===== src/inc/cpd_defs.vh =====
// Constants for the pop, divide, interrupt-unmask and halt execution unit
`ifndef CPD_DEFS_VH
`define CPD_DEFS_VH
`define CPD_POP_LO_PFX 10'h019
`define CPD_DIV_SUB 11'h2C0
`define CPD_UNSIGNED_WORD_QUOTIENT_SUB 11'h2C2
`define CPD_UNSIGNED_HALF_QUOTIENT_SUB 11'h282
`define CPD_DIVH3_SUB 11'h280
`define CPD_DIVH2_LO 6'h00
`define CPD_SYS_LO 11'h7E0
`define CPD_EI_LO5 5'h10
`define CPD_HALT_HI 16'h0120
`define CPD_EI_HI 16'h0160
`define CPD_MOST_NEG 32'h80000000
`define CPD_WORD_STEP 32'h00000004
`define CPD_PSW_ID 5
`define CPD_PSW_WRAP 2
`define CPD_PSW_SIGN 1
`define CPD_PSW_ZERO 0
`define CPD_DIV_CYCLES 6'd33
`endif

===== src/hw/cpd_divider.v =====
// Iterative 32-by-32 restoring divider, signed or unsigned, with abort
`include "cpd_defs.vh"
module cpd_divider #(
	parameter WIDTH = 32
) (
	input wire i_clk, // CPU clock
	input wire i_sys_rst, // Synchronous reset
	input wire i_start, // Start pulse
	input wire i_abort, // Abandon current division
	input wire i_signed, // Signed operands
	input wire [WIDTH-1:0] i_dividend, // Dividend
	input wire [WIDTH-1:0] i_divisor, // Divisor
	output reg o_done, // One-cycle result pulse
	output reg [WIDTH-1:0] o_quot, // Quotient
	output reg [WIDTH-1:0] o_rem // Remainder
);
	reg busy_r;
	reg [5:0] cnt_r;
	reg [WIDTH-1:0] q_r;
	reg [WIDTH-1:0] r_r;
	reg [WIDTH-1:0] d_r;
	reg qneg_r;
	reg rneg_r;
	wire [WIDTH:0] trial;
	wire [WIDTH-1:0] a_abs;
	wire [WIDTH-1:0] b_abs;
	assign a_abs = (i_signed && i_dividend[WIDTH-1]) ? (~i_dividend + 1'b1) : i_dividend;
	assign b_abs = (i_signed && i_divisor[WIDTH-1]) ? (~i_divisor + 1'b1) : i_divisor;
	assign trial = {r_r, q_r[WIDTH-1]} - {1'b0, d_r};
	// Shift-subtract one quotient bit per cycle
	always @(posedge i_clk) begin
		o_done <= 1'b0;
		if (i_sys_rst || i_abort) begin
			busy_r <= 1'b0;
			cnt_r <= 6'd0;
			q_r <= {WIDTH{1'b0}};
			r_r <= {WIDTH{1'b0}};
			d_r <= {WIDTH{1'b0}};
			qneg_r <= 1'b0;
			rneg_r <= 1'b0;
			if (i_sys_rst) begin
				o_quot <= {WIDTH{1'b0}};
				o_rem <= {WIDTH{1'b0}};
			end
		end else if (i_start) begin
			busy_r <= 1'b1;
			cnt_r <= 6'd0;
			q_r <= a_abs;
			r_r <= {WIDTH{1'b0}};
			d_r <= b_abs;
			qneg_r <= i_signed && (i_dividend[WIDTH-1] ^ i_divisor[WIDTH-1]);
			rneg_r <= i_signed && i_dividend[WIDTH-1];
		end else if (busy_r) begin
			if (cnt_r == `CPD_DIV_CYCLES - 6'd1) begin
				busy_r <= 1'b0;
				o_done <= 1'b1;
				o_quot <= qneg_r ? (~q_r + 1'b1) : q_r;
				o_rem <= rneg_r ? (~r_r + 1'b1) : r_r;
			end else begin
				cnt_r <= cnt_r + 6'd1;
				if (!trial[WIDTH]) begin
					r_r <= trial[WIDTH-1:0];
					q_r <= {q_r[WIDTH-2:0], 1'b1};
				end else begin
					r_r <= {r_r[WIDTH-2:0], q_r[WIDTH-1]};
					q_r <= {q_r[WIDTH-2:0], 1'b0};
				end
			end
		end
	end
endmodule // cpd_divider


===== src/hw/cpd_exec.v =====
// Execution unit: stack-frame release, divides, interrupt unmask and halt
`include "cpd_defs.vh"
module cpd_exec (
	input wire i_clk, // CPU clock
	input wire i_sys_rst, // Core reset
	input wire i_issue, // Instruction valid pulse
	input wire [31:0] i_insn, // Instruction, low halfword in [15:0]
	input wire [31:0] i_pc, // Address of this instruction
	input wire [31:0] i_sp, // Current stack pointer
	input wire [31:0] i_rs1, // reg1 value (divisor or jump target)
	input wire [31:0] i_rs2, // reg2 value (dividend)
	input wire [31:0] i_mem_rdata, // Stack read data
	input wire i_mem_ack, // Stack read complete
	input wire i_irq, // Maskable request pending
	input wire i_nmi, // Non-maskable request
	input wire [31:0] i_psw, // Current program_status_word
	output reg o_busy, // Instruction in progress
	output reg o_done, // Instruction completed pulse
	output reg o_mem_req, // Stack read request
	output reg [31:0] o_mem_addr, // Stack read address
	output reg o_rf_we, // Register write strobe
	output reg [4:0] o_rf_waddr, // Register write index
	output reg [31:0] o_rf_wdata, // Register write data
	output reg o_sp_we, // Stack pointer write strobe
	output reg [31:0] o_sp_wdata, // New stack pointer
	output reg o_psw_we, // PROGRAM_STATUS_WORD write strobe
	output reg [31:0] o_psw_wdata, // New program_status_word
	output reg o_jump, // Branch pulse
	output reg [31:0] o_jump_pc, // Branch target
	output reg o_restart, // Aborted, restart from o_ret_pc
	output reg [31:0] o_ret_pc, // Return address for interrupt
	output reg o_irq_take, // Interrupt accepted pulse
	output reg o_clk_stop // CPU clock gate off while halted
);
	localparam S_IDLE = 3'd0;
	localparam S_POP = 3'd1;
	localparam S_DIV = 3'd2;
	localparam S_WQ = 3'd3;
	localparam S_HALT = 3'd4;
	reg [2:0] st_r;
	reg [31:0] insn_r;
	reg [31:0] pc_r;
	reg [31:0] sp_r;
	reg [31:0] mask_r;
	reg [31:0] jmp_r;
	reg [31:0] q_r;
	reg [31:0] psw_r;
	reg div_go;
	reg div_abort;
	wire div_done;
	wire [31:0] div_q;
	wire [31:0] div_rem;
	// Pop mask bit that carries register n
	function [4:0] map_bit;
		input [4:0] n;
		begin
			case (n)
				5'd20: map_bit = 5'd27;
				5'd21: map_bit = 5'd26;
				5'd22: map_bit = 5'd25;
				5'd23: map_bit = 5'd24;
				5'd24: map_bit = 5'd31;
				5'd25: map_bit = 5'd30;
				5'd26: map_bit = 5'd29;
				5'd27: map_bit = 5'd28;
				5'd28: map_bit = 5'd23;
				5'd29: map_bit = 5'd22;
				5'd30: map_bit = 5'd0;
				default: map_bit = 5'd21;
			endcase
		end
	endfunction
	// Highest still-selected register, r31 down to r20
	reg [4:0] pop_reg;
	reg pop_any;
	integer k;
	always @* begin
		pop_reg = 5'd0;
		pop_any = 1'b0;
		for (k = 20; k <= 31; k = k + 1) begin
			if (mask_r[map_bit(k[4:0])]) begin
				pop_reg = k[4:0];
				pop_any = 1'b1;
			end
		end
	end
	// Decode
	wire [10:0] hi_sub = i_insn[26:16];
	wire is_fmt11 = (i_insn[10:5] == 6'h3F);
	wire is_pop = (i_insn[15:6] == `CPD_POP_LO_PFX);
	wire is_div = is_fmt11 && (hi_sub == `CPD_DIV_SUB);
	wire is_unsigned_word_quotient = is_fmt11 && (hi_sub == `CPD_UNSIGNED_WORD_QUOTIENT_SUB);
	wire is_unsigned_half_quotient = is_fmt11 && (hi_sub == `CPD_UNSIGNED_HALF_QUOTIENT_SUB);
	wire is_divh3 = is_fmt11 && (hi_sub == `CPD_DIVH3_SUB);
	wire is_divh2 = (i_insn[10:5] == 6'h02) && (i_insn[15:11] != 5'd0)
		&& (i_insn[4:0] != 5'd0);
	wire is_sys = (i_insn[10:0] == `CPD_SYS_LO);
	wire is_ei = is_sys && (i_insn[15:11] == `CPD_EI_LO5) && (i_insn[31:16] == `CPD_EI_HI);
	wire is_halt = is_sys && (i_insn[15:11] == 5'd0) && (i_insn[31:16] == `CPD_HALT_HI);
	wire any_div = is_div || is_unsigned_word_quotient || is_unsigned_half_quotient || is_divh3 || is_divh2;
	wire half_op = is_unsigned_half_quotient || is_divh3 || is_divh2;
	wire sgn_op = is_div || is_divh3 || is_divh2;
	wire [31:0] dvs = half_op ? (sgn_op ? {{16{i_rs1[15]}}, i_rs1[15:0]}
		: {16'h0000, i_rs1[15:0]}) : i_rs1;
	wire wake = i_nmi || (i_irq && !i_psw[`CPD_PSW_ID]);
	// Divide flags: wrap from divisor and dividend, sign and zero from final quotient
	reg [31:0] fl;
	reg ovf;
	always @* begin
		ovf = 1'b0;
		if (jmp_r == 32'h00000000)
			ovf = 1'b1;
		else if (psw_r[31] && q_r == `CPD_MOST_NEG && jmp_r == 32'hFFFFFFFF)
			ovf = 1'b1;
		fl = {1'b0, psw_r[30:0]}; // Carry and clamp_flag kept
		fl[`CPD_PSW_WRAP] = ovf;
		fl[`CPD_PSW_SIGN] = div_q[31];
		fl[`CPD_PSW_ZERO] = (div_q == 32'h00000000);
	end
	cpd_divider #(.WIDTH(32)) u_div (
		.i_clk(i_clk),
		.i_sys_rst(i_sys_rst),
		.i_start(div_go),
		.i_abort(div_abort),
		.i_signed(sgn_op),
		.i_dividend(i_rs2),
		.i_divisor(dvs),
		.o_done(div_done),
		.o_quot(div_q),
		.o_rem(div_rem)
	);
	// Start and abort strobes to the divider
	always @* begin
		div_go = (st_r == S_IDLE) && i_issue && any_div && !i_irq && !i_nmi;
		div_abort = (st_r == S_DIV) && (i_irq || i_nmi);
	end
	// Main sequencer
	always @(posedge i_clk) begin
		o_done <= 1'b0;
		o_rf_we <= 1'b0;
		o_sp_we <= 1'b0;
		o_psw_we <= 1'b0;
		o_jump <= 1'b0;
		o_restart <= 1'b0;
		o_irq_take <= 1'b0;
		o_mem_req <= 1'b0;
		if (i_sys_rst) begin
			st_r <= S_IDLE;
			insn_r <= 32'h00000000;
			pc_r <= 32'h00000000;
			sp_r <= 32'h00000000;
			mask_r <= 32'h00000000;
			jmp_r <= 32'h00000000;
			q_r <= 32'h00000000;
			psw_r <= 32'h00000000;
			o_busy <= 1'b0;
			o_mem_addr <= 32'h00000000;
			o_rf_waddr <= 5'd0;
			o_rf_wdata <= 32'h00000000;
			o_sp_wdata <= 32'h00000000;
			o_psw_wdata <= 32'h00000000;
			o_jump_pc <= 32'h00000000;
			o_ret_pc <= 32'h00000000;
			o_clk_stop <= 1'b0;
		end else begin
			case (st_r)
				S_IDLE: begin
					if (i_issue) begin
						insn_r <= i_insn;
						pc_r <= i_pc;
						psw_r <= {sgn_op, i_psw[30:0]};
						if (is_pop && (i_irq || i_nmi)) begin
							o_restart <= 1'b1; // SP untouched
							o_ret_pc <= i_pc;
						end else if (is_pop) begin
							sp_r <= i_sp + {25'd0, i_insn[5:1], 2'b00};
							// Bits 20-1 are dropped; r30 rides in the low halfword
							mask_r <= {i_insn[31:21], 20'h00000, i_insn[0]};
							jmp_r <= {i_rs1[31:1], 1'b0};
							o_busy <= 1'b1;
							st_r <= S_POP;
						end else if (any_div && (i_irq || i_nmi)) begin
							o_restart <= 1'b1;
							o_ret_pc <= i_pc;
						end else if (any_div) begin
							q_r <= i_rs2;
							jmp_r <= dvs;
							o_busy <= 1'b1;
							st_r <= S_DIV;
						end else if (is_ei) begin
							o_psw_we <= 1'b1; // Sampling held off this cycle
							o_psw_wdata <= i_psw & ~(32'h1 << `CPD_PSW_ID);
							o_done <= 1'b1;
						end else if (is_halt) begin
							o_clk_stop <= 1'b1;
							o_ret_pc <= i_pc + `CPD_WORD_STEP;
							o_busy <= 1'b1;
							st_r <= S_HALT;
						end
					end
				end
				S_POP: begin
					if (!pop_any) begin
						o_sp_we <= 1'b1;
						o_sp_wdata <= sp_r;
						o_jump <= (insn_r[20:16] != 5'd0);
						o_jump_pc <= jmp_r;
						o_done <= 1'b1;
						o_busy <= 1'b0;
						st_r <= S_IDLE;
					end else if (i_mem_ack) begin
						o_rf_we <= 1'b1; // Each pop commits as it lands
						o_rf_waddr <= pop_reg;
						o_rf_wdata <= i_mem_rdata;
						sp_r <= sp_r + `CPD_WORD_STEP;
						mask_r[map_bit(pop_reg)] <= 1'b0;
					end else begin
						o_mem_req <= 1'b1;
						o_mem_addr <= {sp_r[31:2], 2'b00};
					end
				end
				S_DIV: begin
					if (div_abort) begin
						o_restart <= 1'b1; // Nothing written yet
						o_ret_pc <= pc_r;
						o_busy <= 1'b0;
						st_r <= S_IDLE;
					end else if (div_done) begin
						o_psw_we <= 1'b1;
						o_psw_wdata <= {1'b0, fl[30:0]};
						o_rf_we <= 1'b1;
						o_rf_waddr <= insn_r[15:11]; // Quotient to dividend reg
						o_rf_wdata <= (psw_r[31] && q_r == `CPD_MOST_NEG
							&& jmp_r == 32'hFFFFFFFF) ? `CPD_MOST_NEG : div_q;
						if (insn_r[10:5] == 6'h02) begin
							o_done <= 1'b1; // No remainder
							o_busy <= 1'b0;
							st_r <= S_IDLE;
						end else begin
							st_r <= S_WQ;
						end
					end
				end
				S_WQ: begin
					o_rf_we <= 1'b1; // Written last so it wins on same reg
					o_rf_waddr <= insn_r[31:27];
					o_rf_wdata <= div_rem;
					o_done <= 1'b1;
					o_busy <= 1'b0;
					st_r <= S_IDLE;
				end
				S_HALT: begin
					if (wake) begin
						o_clk_stop <= 1'b0;
						o_irq_take <= 1'b1;
						o_busy <= 1'b0;
						st_r <= S_IDLE;
					end
				end
				default: st_r <= S_IDLE;
			endcase
		end
	end
endmodule // cpd_exec


===== config.mk =====
export PLATFORM = sky130hd
export DESIGN_NAME = cpd_exec
export DESIGN_NICKNAME = d
export VERILOG_FILES = /design/src/hw/cpd_divider.v /design/src/hw/cpd_exec.v
export VERILOG_INCLUDE_DIRS = /design/src /design/src/inc
export SDC_FILE = /design/constraint.sdc
export NUM_CORES = 2
export LEC_CHECK = 0
export BUFFER_PORTS_ARGS = -buffer_cell sky130_fd_sc_hd__buf_2
export CELL_PAD_IN_SITES_DETAIL_PLACEMENT = 0
export CELL_PAD_IN_SITES_GLOBAL_PLACEMENT = 2
export CORE_ASPECT_RATIO = 1.75
export CORE_MARGIN = 2
export CORE_UTILIZATION = 30
export CTS_CLUSTER_SIZE = 24
export DETAILED_ROUTE_END_ITERATION = 16
export GPL_TIMING_DRIVEN = 0
export PLACE_DENSITY_LB_ADDON = 0.1
export SYNTH_ARGS = -nofsm -noshare
export SYNTH_HDL_FRONTEND = slang
export SYNTH_SLANG_ARGS = --single-unit

===== constraint.sdc =====
create_clock -name i_clk -period 6.1 [get_ports i_clk]
set_clock_uncertainty 0.1 [all_clocks]
set_input_delay 0 -clock i_clk [delete_from_list [all_inputs] [get_ports i_clk]]
set_output_delay 0 -clock i_clk [all_outputs]
set_load 0.03 [all_outputs]

Yosys cells after proc, flatten, opt, wreduce, memory -nomap -nowiden --
Memory sizes are Yosys's and may differ from the RTL's. Cells that the tools add are included.
Word-level totals: ROM bits 160, word-level logic and storage cells 343, register bits after elaboration 602, input port bits 230, memories kept 1
Cells by class: bitwise gates (word level) 16, magnitude comparators 2, reductions and logical operators 75, $add $sub $neg 9, equal/unequal tests 48, muxes and demuxes 157
Memory list:
- (name not given) | words 32, bits a word 5, read ports 1, clocked after memory_dff 0, wr ports 0, RTL line cpd_exec.v:57 | case (n)
Operator list (count):
- $mux 32 | 53
- $pmux 32 s2 | 4
- $not 32->32 | 5
- $add 32x1->32 const B | 4
- $mux 5 | 20
- $pmux 32 s3 | 1
- $add 32x3->32 const B | 2
- $eq 32x32->1 const B | 2
- $logic_not 32->1 | 2
- $mux 1 | 58
- $eq 11x10->1 const B | 4
- $ne 2x2->1 const B | 17
- $mux 3 | 11
- $sub 33x32->33 | 1
- $add 32x7->32 | 1
- $and 32x32->32 | 1
- $eq 16x9->1 const B | 2
- $logic_and 1x1->1 | 24
- $reduce_bool 5->1 | 4
- $reduce_and 9->1 | 2
- $pmux 5 s3 | 1
- $reduce_bool 2->1 | 7
- $eq 6x2->1 const B | 2
- $eq 6x6->1 const B | 2
- other kinds (39) | 77

Logic depth before layout (Yosys ltp) --
An unclocked memory read counts as a cell.
depth after elaboration 26, depth in mapped cells 12, mapped depth without buffers 12

Modules after synthesis --
Synthesis repeated with hierarchy kept, for this count alone.
Unflattened totals: cell total of the unflattened synthesis 3646, area total of the unflattened synthesis 29022.8 um2
By module, submodules not included:
- cpd_exec | seq. area each 7967.6 um2, cells an instance 2347, times used 1, area an instance 18245.0 um2
- cpd_divider | seq. area each 4043.9 um2, cells an instance 1299, times used 1, area an instance 10777.8 um2

Least setup slack after synthesis --
No wires, ideal clock.
kind input port to flip-flop, start input i_insn[11], end register u_div.o_quot[0], enable pin, setup time 0.421 ns, slack 2.487 ns, stages 8, data arrival time 3.092 ns, data required time 5.579 ns, path through nor4_2 > and2_1 > clkbuf_1 > o31ai_1 > nand3_1 > clkbuf_1 > buf_1 > a21o_1
On the way: cells in the longest elaborated chain, start to end 9
Ends and longest elaborated chain:
- from (decl) | RTL line cpd_exec.v:7 | input wire [31:0] i_insn,
- $reduce_bool 5->1 | RTL line cpd_exec.v:95 | wire is_divh2 = (i_insn[10:5] == 6'h02) && (i_insn[15:11] != 5'd0)
- $logic_and 1x1->1 | RTL line cpd_exec.v:95
- $logic_and 1x1->1 | RTL line cpd_exec.v:96 | && (i_insn[4:0] != 5'd0);
- $logic_or 1x1->1 | RTL line cpd_exec.v:100 | wire any_div = is_div || is_unsigned_word_quotient || is_unsigned_half_quotient || is_divh3 || is_divh2;
- $logic_and 1x1->1 (3 in a row) | RTL line cpd_exec.v:134 | div_go = (st_r == S_IDLE) && i_issue && any_div && !i_irq && !i_nmi;
- $ne 2x1->1 (no source line)
- $reduce_and 4->1 (no source line)
- to (signal assigned) | RTL line cpd_divider.v:42 | o_quot <= {WIDTH{1'b0}};
- to (signal assigned) | RTL line cpd_divider.v:57 | o_quot <= qneg_r ? (~q_r + 1'b1) : q_r;
- to (decl) | RTL line cpd_divider.v:14 | output reg [WIDTH-1:0] o_quot,
Every way passes these cells. A chain may end at the register's enable or synchronous reset.

Final worst setup path --
start register st_r[2], end register sp_r[30]
On the way: cells in the longest elaborated chain, start to end 3, elaborated cells on any way between the ends 10
Ends and longest elaborated chain:
- from (decl) | RTL line cpd_exec.v:40 | reg [2:0] st_r;
- from (signal assigned) | RTL line cpd_exec.v:148 | st_r <= S_IDLE;
- from (signal assigned) | RTL line cpd_exec.v:181 | st_r <= S_POP;
- from (signal assigned) | RTL line cpd_exec.v:189 | st_r <= S_DIV;
- $eq 3x1->1 or $logic_not 3->1 (tied branches) | RTL line cpd_exec.v:166 | case (st_r)
- $ne 2x2->1 (no source line) or $reduce_bool 2->1 (tied branches)
- $reduce_and 6->1 (no source line)
- to (signal assigned) | RTL line cpd_exec.v:176 | sp_r <= i_sp + {25'd0, i_insn[5:1], 2'b00};
- to (signal assigned) | RTL line cpd_exec.v:215 | sp_r <= sp_r + `CPD_WORD_STEP;
- to (decl) | RTL line cpd_exec.v:43 | reg [31:0] sp_r;
Several ways; a longest one is shown, not always the timed one.

==> metrics <==
final setup violation count 0; top_reg_cell synth dfxtp_1; Non-Filler Instances approximately 5600; Inserted Clock Buffers roughly 60; Internal 0.006380 W; switching part of the total 0.2520; Clock Root Buffer clkbuf_16; Util after Layout 0.3911; GRT Util Overall 0.2720; port bufs between 400 and 500; Synth area leaders dfxtp_1 35%, nand2_1 9.8%, a21oi_1 6.8%; IO Count 437; Cells after DPL 5239; Max IR drop VDD 0.2648 mV; # nets final 4617; CP endpoint kind flip-flop; Sequential Power Share 0.452; Lkg Pwr roughly 14 nW; cell taking the most area after synthesis dfxtp_1; Reg clk slew, reported paths 0.07 ns; final setup TNS 0 ns; dpl ws ~1.5 ns; Sw Pwr approximately 0.0021 W; final worst path period need roughly 4.6 ns; Die Ht 412.6 µm; max_cap viols 0; Commonest cells post-synth 747 x nand2_1, 504 x dfxtp_1, 389 x a21oi_1; Worst-Skew Late Latency 0.66 ns; Max Slew Vio Count 0; die width between 200 and 250 µm; CTS resizes 0; Starting Density 0.3034; Yosys cell types 89; Routed WL per cell 24.53 µm; Crit Path Class flip-flop to flip-flop; FMAX 219.2 MHz; DR iter-0 viols 1648; largest net degree at the start of global routing 65; Clock Power Share 0.469; Async SR Flop Fraction 0; critical path data arrival time 5.06 ns; Via density 5.213; Hold Startpoint i_sys_rst; share of cells above drive strength 1 0.1306; Synth Instances between 3000 and 4000; drt drc 0; Rel. slew slack 0.09527; # rows approximately 150; Die Area 97990 µm²; # fillers around 10000; antenna-violating nets left 0; Worst Setup SP st_r[2]; initial antenna violation count 19; Yosys top cell area share 0.3525; Vias 29230; post-synthesis instance area around 29000 µm²; HP Class input port to flip-flop; total global routing overflow 0; Comb pwr share 0.079; number of synthesized flops with an enable pin 64; final hold violations 0; crit path max fanout 10; total clock sinks 568; yosys warns 0; 1st-pass router iterations 9; routability cong. between 0.9 and 1; Routed WL 137600 µm; pwr dens 231.2 nW/µm²; CTS H-Tree Depth 2; vias in the first global route slightly below 30000; Area Overhead vs Synth 28.91%; sequential area share after synthesis 0.4197; Final Cycle Share 0.7478; setup slack after layout 1.538 ns; most frequent cell after synthesis nand2_1; Slew @ Worst Pin 1.354 ns; Syn Area/Cell 7.957 µm²; status completed; hpwl dp 109600 µm; CTS tree done; FF+latch count, synth 568; WHS between 0.04 and 0.05 ns; r2r startpoint st_r[2]; CP startpoint kind flip-flop; deepest clock path buffer count 3; first-pass GRT wire length a little under 200000 µm; Core Area 94330 µm²; Req. time, crit path roughly 6.6 ns; RSZ-0062 raised after global routing false
[per-stage QoR]
| stage | instance area [µm²] | total power (W) |
|---|---|---|
| finish | 36900 | 0.008530 |
| global route | 36890 | 0.008783 |
| CTS | 36870 | 0.008616 |
| detailed placement | 32310 | 0.004475 |
| global placement | 32300 | 0.004477 |
| floorplan | 28630 | 0.004179 |
[power groups by stage]
stage	combinational [W]	clock (W)	sequential, W
3_5_place_dp	0.000539	0	0.00394
3_3_place_gp	0.000540	0	0.00394
5_1_grt	0.000724	0.00420	0.00385
4_1_cts	0.000677	0.00409	0.00385
6_report	0.000676	0.00400	0.00385
2_1_floorplan	0.000255	0	0.00392
[worst paths after layout]
check                               endpoint  slack, ns  cells after the start
worst max-delay path                sp_r[30]       1.54                      9
worst min-delay path            o_ret_pc[31]       0.05                      3
worst max register to register      sp_r[30]       1.54                      9
worst min register to register  o_ret_pc[19]       0.35                      2
[cells in the final DEF, fill, tap and decap left out, types with 15 or more instances in the layout]
cell type and n:
nand4_1 41, xnor2_1 82, nor4_1 52, or4_1 18, or3_1 23, o211ai_1 36
xor2_1 105, inv_1 75, clkbuf_1 230, edfxtp_1 64, buf_2 444, dlygate4sd3_1 247
a211oi_1 96, nand3_1 60, nor2_1 328, a31oi_1 15, mux2i_1 69, and2_1 16
a21oi_1 389, o21ai_1 64, o31ai_1 34, o21ai_0 102, ha_1 46, a21o_1 17
a222oi_1 31, clkbuf_16 62, clkbuf_8 15, nor3_1 66, nand2b_1 24, nand2_1 747
and3_1 27, dfxtp_1 504, a311oi_1 43
[state kept, by name, indices dropped and copies added, names as in the netlist, 21 cells and up]
| register | cells |
|---|---|
| o_mem_addr | 30 |
| o_psw_wdata | 32 |
| o_sp_wdata | 32 |
| psw_r | 29 |
| pc_r | 32 |
| u_div.o_rem | 32 |
| u_div.d_r | 32 |
| o_rf_wdata | 32 |
| u_div.q_r | 32 |
| u_div.o_quot | 32 |
| o_ret_pc | 32 |
| o_jump_pc | 32 |
| q_r | 32 |
| u_div.r_r | 32 |
| insn_r | 21 |
| sp_r | 32 |
| jmp_r | 32 |
[cell type report]
class,count,area [µm²],area share
clock inverter,25,296.5,0.008037
inverter,75,281.5,0.007630
timing repair buffer,680,4642,0.1258
tap,1208,1511,0.04096
clock buffer,84,1784,0.04836
buffer,246,945.9,0.02564
antenna,12,30.03,0.0008138
sequential,568,12010,0.3255
multi-input combinational,2709,15390,0.4172
[worst max-delay path: stages (launching register included)]
cell and delay, ns:
dfxtp_1 0.36, nor3_1 0.65, and2_1 0.22, clkbuf_1 0.51, nand3_1 0.55, nand2_1 0.51, clkbuf_1 0.61, a21oi_1 0.16
nor4_1 0.25, dlygate4sd3_1 0.58
[kinds of logic (layout without fill, tap and decap cells)]
kind of cell	count (synthesis)	after routing	share of synthesized area
and+or+nand+nor	1466	1466	0.2271
buffers and inverters	321	1110	0.04288
AOI/OAI and AO/OA	936	936	0.2069
adders and majority gates	48	48	0.02151
other	1	14	0.0001310
muxes	70	70	0.02452
xor gates and xnor gates	187	187	0.05722
DFF	568	568	0.4197
[per-layer routing]
metal	up-vias	part of all wire	wire [µm]	GRT usage
li1	14260	-	-	-
met1	13990	0.37	50790	0.2813
met2	753	0.55	75060	0.5415
met3	223	0.037	5155	0.03192
met4	10	0.047	6474	0.1186
met5	-	0.00049	68	0
[repair_timing]
item,CTS,global route
setup buffers,0,0
hold buffers,247,0
hold endpoints to repair,359,0
setup endpoints to repair,0,0
No activity file was read; power rests on OpenSTA's default activity.
